### src/ccrp_defines.vh
// Shared constants for the card reset and power-pin block
`ifndef CCRP_DEFINES_VH
`define CCRP_DEFINES_VH
`define CCRP_SEL_W        2
`define CCRP_SEL_RST      2'h0
`define CCRP_PME_RST      1'h0
`define CCRP_CFG_RST      4'h0
`define CCRP_ST_RESET     2'h0
`define CCRP_ST_RUN       2'h1
`define CCRP_ST_SUSP      2'h2
`define CCRP_PIN_GLOBAL_RESET_IN     2
`define CCRP_PIN_HOST_BUS_RESET_IN     1
`define CCRP_PIN_SUSP     0
`endif

### src/ccrp_sync.v
// Two-flop synchroniser bank for pin inputs
`timescale 1ns/1ps
`default_nettype none
module ccrp_sync #(
   parameter W = 1,                   // Number of bits
   parameter [W-1:0] RST_VAL = {W{1'b0}} // Value held in reset
) (
   input  wire         core_clk,      // Bus clock
   input  wire         nrst,          // Async reset, active low
   input  wire [W-1:0] din,           // Asynchronous inputs
   output reg  [W-1:0] dout           // Synchronised outputs
);
   reg [W-1:0] meta_q;                // First stage, read only by dout
   // Each bit passes two flops before any logic sees it
   genvar i;
   generate
      for (i = 0; i < W; i = i + 1) begin : g_bit
         always @(posedge core_clk or negedge nrst) begin
            if (!nrst) begin
               meta_q[i] <= RST_VAL[i];
               dout[i]   <= RST_VAL[i];
            end else begin
               meta_q[i] <= din[i];
               dout[i]   <= meta_q[i];
            end
         end
      end
   endgenerate
endmodule // ccrp_sync
`default_nettype wire

### src/ccrp_top.v
// Reset, suspend and power-switch control pins of the card controller
`timescale 1ns/1ps
`default_nettype none
`include "ccrp_defines.vh"
module ccrp_top (
   input  wire       core_clk,              // Bus clock, 200 MHz
   input  wire       nrst,                  // Power-on async reset, active low
   input  wire       global_reset_in_n,     // Global reset pin, active low
   input  wire       host_bus_reset_in_n,   // Bus reset pin, active low
   input  wire       suspend_in_n,          // Suspend pin, active low
   input  wire       cfg_wr,                // Core write strobe, one cycle
   input  wire [1:0] cfg_vcc_sel,           // Requested main supply code
   input  wire [1:0] cfg_vpp_sel,           // Requested programming supply code
   input  wire       pme_set,               // Wake event pulse from core logic
   input  wire       pme_clr,               // Wake status clear pulse
   output reg        card_supply_sel0,      // Main supply select bit 0
   output reg        card_supply_sel1,      // Main supply select bit 1
   output reg        card_prog_supply_sel0, // Programming supply select bit 0
   output reg        card_prog_supply_sel1, // Programming supply select bit 1
   output reg        sel_oe,                // Output enable of select pins
   output reg        pme_status,            // Retained wake status
   output reg        func_ready,            // Block is operating
   output reg  [1:0] state                  // Current sequencer state
);
   // Synchronised pin levels, all active high inside the block
   wire       global_reset_in_s;                       // Synchronised global reset
   wire       host_bus_reset_in_s;                       // Synchronised bus reset
   wire       susp_s;                       // Synchronised suspend
   wire [2:0] pin_raw;                      // Pins turned active high
   wire [2:0] pin_sync;                     // Pins after two flops

   // Decoded reset situation, shared by every register group
   wire       any_rst;                      // Either reset pin seen
   wire       regs_shielded;                // Suspend protects contents
   wire       clr_regs;                     // Reset that clears contents
   wire       clr_wake;                     // Reset that clears wake context
   wire       wr_take;                      // Write accepted this cycle
   wire       wake_clr_take;                // Wake clear accepted this cycle

   // Sequencer, held codes and next values of the output flops
   reg  [1:0] state_d;                      // Next sequencer state
   reg  [1:0] vcc_q;                        // Held main supply code
   reg  [1:0] vcc_d;                        // Next main supply code
   reg  [1:0] vpp_q;                        // Held programming supply code
   reg  [1:0] vpp_d;                        // Next programming supply code
   reg        pme_q;                        // Held wake status
   reg        pme_d;                        // Next wake status
   reg        oe_d;                         // Next select pin enable
   reg        ready_d;                      // Next running flag

   // Pins are active low outside; turn them active high before crossing.
   // The synchroniser resets to zero so no reset is seen right after power-on.
   assign pin_raw = {~global_reset_in_n, ~host_bus_reset_in_n, ~suspend_in_n};

   // Pins cross into the clock domain first
   ccrp_sync #(.W(3), .RST_VAL(3'h0)) u_sync (
      .core_clk (core_clk),
      .nrst     (nrst),
      .din      (pin_raw),
      .dout     (pin_sync)
   );

   // Name the synchronised pins; nothing reads the raw pins after this point
   assign global_reset_in_s = pin_sync[`CCRP_PIN_GLOBAL_RESET_IN];
   assign host_bus_reset_in_s = pin_sync[`CCRP_PIN_HOST_BUS_RESET_IN];
   assign susp_s = pin_sync[`CCRP_PIN_SUSP];

   // Suspend outranks both resets for register contents, never for the pins.
   // Keeping the shield in one place stops the groups from disagreeing.
   assign any_rst       = global_reset_in_s | host_bus_reset_in_s;
   assign regs_shielded = susp_s;
   assign clr_regs      = any_rst & ~regs_shielded;

   // Only the global reset may wipe the wake context
   assign clr_wake      = global_reset_in_s & ~regs_shielded;

   // Writes are refused silently while either reset or suspend is seen; wake clears are refused while bus reset or suspend is seen
   assign wr_take       = cfg_wr & ~any_rst & ~regs_shielded;
   assign wake_clr_take = pme_clr & ~host_bus_reset_in_s & ~regs_shielded;

   // Next state: reset wins over run; suspend wins over reset in run and suspend, not in reset.
   // A reset pulse shorter than one clock may be missed by the synchroniser.
   always @* begin
      state_d = state;
      case (state)
         `CCRP_ST_RESET: begin
            if (any_rst)
               state_d = `CCRP_ST_RESET;
            else
               state_d = `CCRP_ST_RUN;
         end
         `CCRP_ST_RUN: begin
            if (susp_s)
               state_d = `CCRP_ST_SUSP;
            else if (any_rst)
               state_d = `CCRP_ST_RESET;
            else
               state_d = `CCRP_ST_RUN;
         end
         `CCRP_ST_SUSP: begin
            if (susp_s)
               state_d = `CCRP_ST_SUSP;
            else if (any_rst)
               state_d = `CCRP_ST_RESET;
            else
               state_d = `CCRP_ST_RUN;
         end
         default: begin
            state_d = `CCRP_ST_RESET;                              // Unused code recovers
         end
      endcase
   end

   // State register
   always @(posedge core_clk or negedge nrst) begin
      if (!nrst)
         state <= `CCRP_ST_RESET;
      else
         state <= state_d;
   end

   // Next supply codes: hold under suspend, clear on reset, else take a write
   always @* begin
      vcc_d = vcc_q;
      vpp_d = vpp_q;
      if (regs_shielded) begin
         vcc_d = vcc_q;
         vpp_d = vpp_q;
      end else if (clr_regs) begin
         vcc_d = `CCRP_SEL_RST;
         vpp_d = `CCRP_SEL_RST;
      end else if (wr_take) begin
         vcc_d = cfg_vcc_sel;
         vpp_d = cfg_vpp_sel;
      end
   end

   // Held supply codes; both are written together, there is no half update
   always @(posedge core_clk or negedge nrst) begin
      if (!nrst) begin
         vcc_q <= `CCRP_SEL_RST;
         vpp_q <= `CCRP_SEL_RST;
      end else begin
         vcc_q <= vcc_d;
         vpp_q <= vpp_d;
      end
   end

   // Next wake status; an event is never lost to a clear in the same cycle
   always @* begin
      pme_d = pme_q;
      if (pme_set)
         pme_d = 1'b1;                                             // Set wins over clear
      else if (clr_wake)
         pme_d = `CCRP_PME_RST;
      else if (wake_clr_take)
         pme_d = 1'b0;
   end

   // Wake status register, untouched by the bus reset
   always @(posedge core_clk or negedge nrst) begin
      if (!nrst)
         pme_q <= `CCRP_PME_RST;
      else
         pme_q <= pme_d;
   end

   // Pins float on any reset, even under suspend, so the switch sees no code.
   // The running flag follows the next state to save one cycle of latency.
   always @* begin
      oe_d    = ~any_rst;
      ready_d = (state_d == `CCRP_ST_RUN);
   end

   // Registered pin drivers so the switch never sees a glitch
   always @(posedge core_clk or negedge nrst) begin
      if (!nrst) begin
         sel_oe                <= 1'b0;
         card_supply_sel0      <= 1'b0;
         card_supply_sel1      <= 1'b0;
         card_prog_supply_sel0 <= 1'b0;
         card_prog_supply_sel1 <= 1'b0;
         pme_status            <= 1'b0;
         func_ready            <= 1'b0;
      end else begin
         sel_oe                <= oe_d;
         card_supply_sel0      <= vcc_q[0];
         card_supply_sel1      <= vcc_q[1];
         card_prog_supply_sel0 <= vpp_q[0];
         card_prog_supply_sel1 <= vpp_q[1];
         pme_status            <= pme_q;
         func_ready            <= ready_d;
      end
   end
endmodule // ccrp_top
`default_nettype wire
### config.mk
export PLATFORM = sky130hd
export DESIGN_NAME = ccrp_top
export DESIGN_NICKNAME = d
export VERILOG_FILES = /design/src/ccrp_sync.v /design/src/ccrp_top.v
export VERILOG_INCLUDE_DIRS = /design/src /design/src/src
export SDC_FILE = /design/constraint.sdc
export NUM_CORES = 1
export LEC_CHECK = 0
export BUFFER_PORTS_ARGS = -buffer_cell sky130_fd_sc_hd__buf_4
export CORE_UTILIZATION = 42
export CTS_BUF_LIST = sky130_fd_sc_hd__clkbuf_4 sky130_fd_sc_hd__clkbuf_8
export CTS_CLUSTER_DIAMETER = 120
export DETAILED_ROUTE_END_ITERATION = 7
export GPL_TIMING_DRIVEN = 0
export PLACE_DENSITY = 0.69
export SLEW_MARGIN = 0
export SYNTH_ARGS = -nofsm -noshare
export SYNTH_HDL_FRONTEND = slang
export SYNTH_HIERARCHICAL = 1
export SYNTH_SLANG_ARGS = --single-unit
### constraint.sdc
create_clock -name core_clk -period 1.15 [get_ports core_clk]
set_clock_uncertainty 0.2 [all_clocks]
set_input_delay 0.1725 -clock core_clk [delete_from_list [all_inputs] [get_ports core_clk]]
set_output_delay 0.1725 -clock core_clk [all_outputs]
set_load 0.03 [all_outputs]
* Word-level counts from Yosys, hierarchy flattened
Index checks and enable logic that the tools add are counted.
Cells by class: muxes and demuxes 10, bitwise operators 13, reduce and logical (&&, ||, !) cells 5, equal/unequal tests 3
Operators with widths (count):
- $mux W2 | 5
- $and A1 B1 Y1 | 6
- $not A1 Y1 | 6
- $eq A2 B1 Y1 const B | 2
- $mux W1 | 4
- $pmux W2 S2 | 1
- $reduce_bool A3 Y1 | 1
- $eq A2 B2 Y1 const B | 1
- $logic_not A2 Y1 | 1
- $reduce_and A2 Y1 | 1
- $reduce_bool A2 Y1 | 1
- $reduce_or A2 Y1 | 1
- $or A1 B1 Y1 | 1
Word-level totals: register bits after elaboration 20, word-level logic and storage cells 48, input port bits 12

* Logic depth before layout (Yosys ltp)
Gate-level depths: netlist of the first run.
depth in word-level cells 6, gate-level depth with buffers 5, gate-level depth less buffers 5

* Cells and area by module
The synthesis of the first run kept the hierarchy.
Modules (own cells, without submodules):
- ccrp_top | instances 1, area an instance 559.3 µm², cells each 51
- ccrp_sync | instances 1, area an instance 150.1 µm², cells each 6

* Least setup slack after synthesis of the first run
No wires, ideal clock.
kind reg2reg, start register state[0], end register func_ready, stages on the path, launching flop included 6, setup slack -0.351 ns, arrival 1.181 ns, cells stage by stage dfrtp_1 -> inv_1 -> ha_1 -> nor2b_1 -> a21oi_1 -> nor3_1
On the way: word-level cells in the longest chain between the ends 4, elaborated cells on any way between the ends 6, those cells by class eq/ne (3); mux (1); reduce/logical (2)
RTL lines:
- from (decl) | RTL line ccrp_top.v:23 | output reg [1:0] state
- from (signal assigned) | RTL line ccrp_top.v:117 | state <= `CCRP_ST_RESET;
- from (signal assigned) | RTL line ccrp_top.v:119 | state <= state_d;
- $eq A2 B2 Y1 / $eq A2 B1 Y1 (equally long branches) | RTL line ccrp_top.v:85 | case (state)
- $reduce_or A2 Y1 (no line)
- $pmux W2 S2 * | RTL line ccrp_top.v:85
- $eq A2 B1 Y1 (no line) *
- net ready_d | RTL line ccrp_top.v:49 | reg ready_d;
- to (signal assigned) | RTL line ccrp_top.v:192 | func_ready <= ready_d;
- to (decl) | RTL line ccrp_top.v:22 | output reg func_ready,
The timed path passes the listed nets; every way through them passes the cells marked *. A chain may end at the register's enable or synchronous reset.

* Worst setup path after layout of the first run
start register state[1], end register state[0]
On the way: word-level cells in the longest chain between the ends 3, elaborated cells on any way between the ends 5, those cells by class eq/ne (2); mux (1); reduce/logical (2)
RTL lines:
- $eq A2 B2 Y1 / $eq A2 B1 Y1 (equally long branches) | RTL line ccrp_top.v:85
- $reduce_or A2 Y1 (no line)
- $pmux W2 S2 * | RTL line ccrp_top.v:85
- net state_d[0] | RTL line ccrp_top.v:41 | reg [1:0] state_d;
Marked as above.

==> impl_metrics.tcl, run 1 <==
set metrics [dict create \
    outcome "complete, but fails checks" \
    violations "setup timing" \
    synthesis.instances 57 \
    dp.cells 93 \
    cts_tree "done" \
    ys_seq_elements 20 \
    clk-insertion-delay-late_ns 0.29 \
    rsz0062_at_grt "true" \
    syn_nets 71 \
    max_clock_freq_ghz 0.762 \
    fin_hold_ws_ns 0.0231 \
    cts_buffer_depth 2 \
    synthDominantAreaCellType "dfrtp_1" \
    grtUsageTotal_pct 16.1 \
    hold_violations 0 \
    synth-seq-area-share_pct 70.5 \
    netlist_top_cells_count "dfrtp_1 (20), inv_1 (7), a21oi_1 (5)" \
    post-layout-total-power_mw 1.42 \
    detailed_place_hpwl_um 761 \
    num_rows 14 \
    power_density_nw_per_um2 1260 \
    internal_power_mw 1.06 \
    core_area_um2 1540 \
    mappedNetlistArea_um2 709 \
    postLayoutSetupSlackWorst_ns -0.163 \
    synth_enable_flop_cells 0 \
    p_sw_share_pct 25.3 \
    finalWirelength_um 1320 \
    power.ir.vdd_worst_mv 0.993 \
    total_switching_power_mw 0.358 \
    route.layer.met1.wl_um 537 \
    fp.dieW_um 43.1 \
    die-area_um2 1860 \
    wl_per_cell_um 11.9 \
    combinational_cell_fraction_of_total_power_pct 20.3 \
    drv_slew 0 \
    yosysWarningCount 6 \
    power_leakage_nw 0.563 \
    cts_inserted_buffers 3 \
    floorplan.io_pins 21 \
    cts.sink_count 20 \
    dr.max_layer_used "met4" \
    timing.setup.critical_path_class "flop to flop" \
    power.clock.fraction_pct 25.1 \
    synth.top_cells.by_area "dfrtp_1 (71%), inv_1 (3.7%), a21oi_1 (3.5%)" \
    layout.cells.non_filler 111 \
    period_share_pct 114 \
    worst_pin_slew_ns 0.238 \
    start_util_pct 46.0 \
    die_h_um 43.1 \
    grt_antenna_before_repair 0 \
    gr-total-overflow 0 \
    setup.worst_path.end_class "flop" \
    vias_per_std_cell 4.81 \
    grt_start_max_net_pins 21 \
    count_of_buffers_from_port_buffering 20 \
    netlist-cell-type-count 17 \
    slew_headroom_pct 84.1 \
    hp-class "input port to flop" \
    async_flop_share_pct 100 \
    antennaDiodeCount 0 \
    maxCapViolCount 0 \
    clockRootBuffer "clkbuf_4" \
    number_of_design_rule_violations_left_by_the_first_detailed_router_iteration 3 \
    drt.antenna.violating_nets 0 \
    post-synth-top-area-fraction_pct 70.5 \
    timing.critical_path.fanout_max 3 \
    dominantRegCellSynth "dfrtp_1" \
    syn_area_per_cell_um2 12.4 \
    syn2layout_area_growth_pct 58.6 \
    seq_power_share_pct 54.6 \
    drc 0 \
    setup_viol 14 \
    layout-drive-gt1-share_pct 48.4 \
    met3WireLength_um 64 \
    clock_tree.htree_level_count 1 \
    num_vias 534 \
    dp_slack_ns -0.161 \
    design.final.nets 110 \
    synthMostInstantiatedCell "dfrtp_1" \
    routed-wl-met2_um 704 \
    drt-pass1-iter-count 2 \
    worst_ep_required_time_ns 1.16 \
    grt_first_pass_wirelength_um 2110 \
    worstSetupStartpointType "flop" \
    clk_pin_slew_ns 0.10 \
    gpl.final_weighted_congestion 0.732 \
    layout_min_cycle_time_ns 1.31 \
    grt_pass1_vias 485 \
    timing.critical_path.arrival_ns 1.32 \
]
-- logic make-up (layout without fill, tap and decap cells) --
logic type / count (synthesis) / after routing / share of synthesized area (%)
fa+ha+maj: 2 / 2 / 3.53
simple gates: 16 / 16 / 13.1
buf+inv: 8 / 46 / 4.41
compound gates: 11 / 11 / 8.47
flops: 20 / 20 / 70.5
-- state kept, by name (all words and copies together), names as in the netlist, 2 cells and up --
register       flops
vpp_q              2
vcc_q              2
u_sync/dout        3
u_sync/meta_q      3
state              2
-- area by class of cell --
class,count,area (um^2)
fillers,109,417
flip-flops and latches,20,504
clock buffers,4,30.0
repair buffers,34,304
multi-input cells,29,229
plain buffers,1,11.3
well taps,16,20.0
inverters,7,26.3
-- critical path: stages, from the launching register on --
cell	delay, ns
dfrtp_2	0.39
inv_2	0.05
ha_4	0.26
nor2b_4	0.15
nor2_1	0.05
nor3_1	0.13
-- power groups by stage --
stage          Combinational, mW  Clock, mW  Sequential (mW)
2_1_floorplan             0.0739          0            0.827
3_3_place_gp               0.206          0            0.783
3_5_place_dp               0.214          0            0.785
4_1_cts                    0.264      0.365            0.775
5_1_grt                    0.313      0.396            0.780
6_report                   0.288      0.356            0.774
-- per-layer routing --
metal / track usage, % / vias up
li1: - / 254
met1: 18.1 / 263
met4: 7.27 / 0
met3: 6.81 / 2
met2: 26.3 / 15
met5: 0 / -
-- placed cells by master, fill, tap and decap left out, types with 3 or more instances in the layout --
cell	n
dfrtp_2	3
buf_4	18
dlygate4sd3_1	9
buf_6	8
nand2_1	4
dfrtp_1	17
inv_1	5
clkbuf_4	4
a21oi_2	4
o21ai_2	3
-- stage by stage --
step                      TNS [ns]  util [%]  instance area, um^2
after detailed placement    -0.603      58.5                  902
final                       -0.832      73.0                 1120
after floorplan             -0.445         -                  732
after CTS                    -1.10      69.8                 1080
after global placement      -0.453      58.5                  902
after global routing         -1.50      73.0                 1120
-- what timing repair did --
item / in CTS / in global routing
resized for setup: 14 / 9
endpoints found under the setup margin: 17 / 17
endpoints found under the hold margin: 28 / 0
hold buffers: 9 / 0
gates cloned: 0 / 0
pin swaps: 2 / 8
buffers inserted: 1 / 4
-- path summary, 6_finish.rpt --
kind                            depth (start not counted)             end        startpoint  slack, ns
worst max-delay path                                    5        state[0]          state[1]      -0.16
worst min-delay path                                    4        vpp_q[1]            cfg_wr       0.02
worst max register to register                          5        state[0]          state[1]      -0.16
worst min register to register                          0  u_sync/dout[0]  u_sync/meta_q[0]       0.16
max in group asynchronous                               2  u_sync/dout[0]              nrst       0.46
min in group asynchronous                               2      func_ready              nrst       0.08
No activity file was read; power rests on OpenSTA's default activity.
==> inputs of run 2 (changes only) <==
Settings changed: CORE_MARGIN set to 5.
==> impl_metrics.tcl, run 2 (synthesis results as in run 1) <==
set metrics [dict create \
    layout-drive-gt1-share_pct 46.2 \
    power_density_nw_per_um2 1270 \
    gr-usage-met2_pct 21.2 \
    drt-pass1-iter-count 2 \
    min-delay-start "cfg_wr" \
    cts_tree "done" \
    post-layout-total-power_mw 1.40 \
    max_clock_freq_ghz 0.761 \
    drv_slew 0 \
    reg.largest.list "u_sync/dout: 3 flops, u_sync/meta_q: 3 flops" \
    grt.met1_usage_pct 13.7 \
    num_rows 14 \
    cts.sink_count 20 \
    grt_pass1_vias 523 \
    syn2layout_area_growth_pct 56.1 \
    clock_tree.htree_level_count 1 \
    die-area_um2 2610 \
    cp_cell_sequence "inv_2, ha_4, nor2b_4, a21oi_2, nor3_2" \
    final-seq-area_um2 504 \
    hp-class "input port to flop" \
    outcome "complete, but fails checks" \
    violations "setup timing" \
    start_util_pct 45.5 \
    design.final.nets 108 \
    drt.antenna.violating_nets 0 \
    final.setup.tns_ns -0.784 \
    grt_antenna_before_repair 0 \
    floorplan.io_pins 21 \
    fp.dieW_um 51.1 \
    grt_first_pass_wirelength_um 2360 \
    timing.critical_path.arrival_ns 1.30 \
    gr-total-overflow 0 \
    grt_start_max_net_pins 21 \
    mostFrequentLayoutCell "dfrtp_1" \
    timing.critical_path.fanout_max 3 \
    slew_headroom_pct 84.1 \
    worst_path_largest_cell_delay_ns 0.44 \
    r2r.worst_path.cells 5 \
    clk_pin_slew_ns 0.11 \
    maxCapViolCount 0 \
    cts_inserted_buffers 3 \
    hold_violations 0 \
    setup_viol 12 \
    grt_most_used_layer "met2" \
    slowest_stage "dfrtp_2" \
    worst_pin_slew_ns 0.239 \
    worstSetupStartpointType "flop" \
    timing.setup.critical_path_class "flop to flop" \
    ff2ff_setup_slack_ns -0.16 \
    mostFrequentLayoutCells "dfrtp_1 (17), buf_4 (16), dlygate4sd3_1 (9)" \
    power_leakage_nw 0.553 \
    drc 0 \
    rsz0062_at_grt "true" \
    gpl.final_weighted_congestion 0.681 \
    antennaDiodeCount 0 \
    layout_min_cycle_time_ns 1.31 \
    vias_per_std_cell 4.62 \
    clk-insertion-delay-late_ns 0.29 \
    num_vias 504 \
    core_area_um2 1560 \
    multi_input_logic_area_um2 226 \
    setup.worst_path.end_class "flop" \
    finalWirelength_um 1360 \
    filler_cell_count 116 \
    grt.met3_usage_pct 3.20 \
    count_of_buffers_from_port_buffering 20 \
    holdPathStages 4 \
    worst_ep_required_time_ns 1.13 \
    die_h_um 51.1 \
    hold-path-endpoint "vpp_q[1]" \
    final_core_utilization_pct 71.0 \
    clockRootBuffer "clkbuf_4" \
    cts_buffer_depth 2 \
    number_of_design_rule_violations_left_by_the_first_detailed_router_iteration 1 \
    power.ir.vdd_worst_mv 1.01 \
    grtUsageTotal_pct 12.1 \
    period_share_pct 114 \
    postLayoutSetupSlackWorst_ns -0.164 \
    wl_per_cell_um 12.5 \
    worstReg2RegStart "state[0]" \
    regToRegEndpoint "func_ready" \
    detailed_place_hpwl_um 888 \
]
==> run 2: cell count changes in the layout (fill, tap and decap cells not counted), sizes merged <==
cell  delta
buf      -2
==> run 2: area by class of cell <==
cell class,instances,area share [%]
multi-input combinational,29,20.5
inverter,7,2.37
buffer,1,1.02
clock buffer,4,2.71
sequential,20,45.5
timing repair buffer,32,26.1
tap,16,1.81
==> run 2: worst max-delay path by stage <==
stage,from,endpoint,slack [ns],cells after the start
3_3_place_gp,state[1],func_ready,-0.13,5
3_5_place_dp,state[1],func_ready,-0.19,5
6_report,state[0],func_ready,-0.16,5
2_1_floorplan,state[1],func_ready,-0.20,5
5_1_grt,state[1],state[0],-0.20,5
4_1_cts,state[1],func_ready,-0.21,5
==> run 2: through the flow <==
step / instance area [um^2] / hold slack [ns] / std cells / setup slack (ns)
floorplan: 732 / -0.323 / 57 / -0.195
global placement: 902 / -0.141 / 93 / -0.128
detailed placement: 902 / -0.142 / 93 / -0.194
CTS: 1090 / 0.0721 / 108 / -0.213
global route: 1110 / 0.0596 / 109 / -0.197
finish: 1110 / 0.0567 / 109 / -0.164
==> run 2: worst max-delay path: cells and delay by family, from the launching register on <==
kind / cells / cell delay, ns
adders and majority gates: 1 / 0.20
DFF: 1 / 0.44
buffers and inverters: 1 / 0.07
and+or+nand+nor: 2 / 0.18
AOI/OAI and AO/OA: 1 / 0.12
==> run 2: what timing repair did <==
action | 4_1_cts | 5_1_grt
resized for setup | 18 | 4
hold buffers | 9 | 0
hold endpoints to repair | 28 | 0
pin swaps | 6 | 3
setup endpoints to repair | 17 | 17
setup buffers | 2 | 1
==> run 2: report_power, final <==
part	internal (mW)	switching [mW]
Sequential	0.747	0.0275
Combinational	0.148	0.131
Clock	0.158	0.194
==> run 2: routing by layer <==
layer  vias up  wire length [um]
li1        250                 -
met5         -                 0
met1       239               522
met3         0                92
met4         0                 0
met2        15               746
==> inputs of run 3 (changes only) <==
Settings changed: ABC_AREA set to 1.
==> impl_metrics.tcl, run 3 <==
set metrics [dict create \
    syn_area_per_cell_um2 11.7 \
    grt_first_pass_wirelength_um 2300 \
    netlist_top_cells_count "dfrtp_1 (20), nand2_1 (15), inv_1 (8)" \
    syn2layout_area_growth_pct 53.9 \
    mappedNetlistArea_um2 703 \
    outcome "complete, but fails checks" \
    dominantRegCellSynth "dfrtp_1" \
    post-layout-total-power_mw 1.41 \
    power_density_nw_per_um2 1300 \
    max_clock_freq_ghz 0.804 \
    synthMostInstantiatedCell "dfrtp_1" \
    num_rows 14 \
    synthDominantAreaCellType "dfrtp_1" \
    worstSetupStartpointType "flop" \
    clock_tree.htree_level_count 1 \
    post-synth-top-area-fraction_pct 71.2 \
    cts_inserted_buffers 3 \
    power.ir.vdd_worst_mv 1.03 \
    setup.worst_path.end_class "output pin" \
    layout.cell_area.non_filler_um2 1080 \
    number_of_design_rule_violations_left_by_the_first_detailed_router_iteration 6 \
    slew_headroom_pct 84.2 \
    period_share_pct 108 \
    num_vias 491 \
    yosysWarningCount 6 \
    worst_path_largest_cell_delay_ns 0.44 \
    core_area_um2 1540 \
    floorplan.io_pins 21 \
    antennaDiodeCount 0 \
    power_leakage_nw 0.564 \
    synthesis.instances 60 \
    detailed_place_hpwl_um 837 \
    grt_start_max_net_pins 21 \
    setup_viol 11 \
    postLayoutSetupSlackWorst_ns -0.0943 \
    die_h_um 50.9 \
    clockRootBuffer "clkbuf_4" \
    reg.largest.list "u_sync/dout: 3 flops, u_sync/meta_q: 3 flops" \
    layout_min_cycle_time_ns 1.24 \
    timing.critical_path.arrival_ns 0.87 \
    cts.sink_count 20 \
    mostFrequentLayoutCells "dfrtp_1 (18), nand2_1 (13), buf_4 (12)" \
    gr-total-overflow 0 \
    hold_violations 0 \
    cp_cell_sequence "buf_6" \
    path_delay_family "flip-flops" \
    wl_per_cell_um 11.3 \
    crit_buf_inv 1 \
    grt_pass1_vias 544 \
    rsz0062_at_grt "true" \
    slowest_stage "dfrtp_2" \
    grt_antenna_before_repair 0 \
    hp-class "input port to flop" \
    count_of_buffers_from_port_buffering 20 \
    gpl.final_weighted_congestion 0.713 \
    syn_nets 74 \
    timing.setup.critical_path_class "flop to output pin" \
    fp.dieW_um 50.9 \
    violations "setup timing" \
    die-area_um2 2590 \
    drt-pass1-iter-count 2 \
    final_core_utilization_pct 70.2 \
    design.final.nets 110 \
    synth.top_cells.by_area "dfrtp_1 (71%), nand2_1 (8.0%), inv_1 (4.3%)" \
    cts_buffer_depth 2 \
    worst_pin_slew_ns 0.237 \
    filler_cell_count 113 \
    layout.cells.non_filler 111 \
    timing.critical_path.fanout_max 3 \
    detailed_place.area_um2 892 \
    synth_enable_flop_cells 0 \
    mostFrequentLayoutCell "dfrtp_1" \
    netlist-cell-type-count 13 \
    vias_per_std_cell 4.42 \
    maxCapViolCount 0 \
    ys_seq_elements 20 \
    clk_pin_slew_ns 0.10 \
    worst_ep_required_time_ns 0.78 \
    grtUsageTotal_pct 11.6 \
    async_flop_share_pct 100 \
    clk-insertion-delay-late_ns 0.29 \
    dp.cells 96 \
    layout-drive-gt1-share_pct 45.3 \
    drt.antenna.violating_nets 0 \
    drc 0 \
    start_util_pct 45.6 \
    finalWirelength_um 1260 \
    cts_tree "done" \
    drv_slew 0 \
    synth-seq-area-share_pct 71.2 \
]
[run 3: per-layer routing]
metal  global-route usage, %  wire [um]  vias up
li1                        -          -      247
met1                    14.4        506      229
met2                    19.0        677       13
met3                    2.62         62        2
met4                    5.11         12        0
met5                       0          0        -
[run 3: final timing paths]
path,startpoint,to,slack [ns],cells after the start
worst max register to register,state[1],func_ready,-0.06,4
worst max-delay path,state[0],state[0],-0.09,1
worst min register to register,u_sync/meta_q[0],u_sync/dout[0],0.16,0
min in group asynchronous,nrst,vpp_q[1],0.07,2
worst min-delay path,pme_clr,pme_q,0.01,6
max in group asynchronous,nrst,state[0],0.46,2
[run 3: kinds of logic after synthesis]
| group | after synthesis | share of synthesized area, % |
|---|---|---|
| and+or+nand+nor | 26 | 18.7 |
| AOI/OAI and AO/OA | 1 | 0.711 |
| adders and majority gates | 2 | 3.56 |
| buffers and inverters | 11 | 5.87 |
| DFF | 20 | 71.2 |
[run 3: per-stage QoR]
stage	setup TNS (ns)	hold slack, ns	setup WS, ns
2_1_floorplan	-0.258	-0.323	-0.121
3_3_place_gp	-0.0852	-0.143	-0.0458
3_5_place_dp	-0.117	-0.140	-0.0612
4_1_cts	-0.660	0.0115	-0.107
5_1_grt	-1.19	0.0960	-0.140
6_report	-0.564	0.0131	-0.0943
[run 3: repair_timing]
action | CTS | global route
resized for setup | 10 | 3
hold buffers | 10 | 0
endpoints found under the setup margin | 11 | 16
cloned | 0 | 0
endpoints found under the hold margin | 28 | 0
pin swaps | 0 | 8
setup buffers | 0 | 1
[run 3: power by group]
part	internal [mW]	total [mW]	switching, mW
logic	0.127	0.252	0.125
registers	0.742	0.765	0.0229
clock network	0.193	0.391	0.198
[run 3: layout make-up]
| type | instances | area, um^2 | area share [%] |
|---|---|---|---|
| clock buffers | 4 | 36.3 | 3.35 |
| inverters | 11 | 41.3 | 3.82 |
| multi-input cells | 29 | 190 | 17.6 |
| flip-flops and latches | 20 | 503 | 46.5 |
| repair buffers | 31 | 292 | 26.9 |
| well taps | 16 | 20.0 | 1.85 |
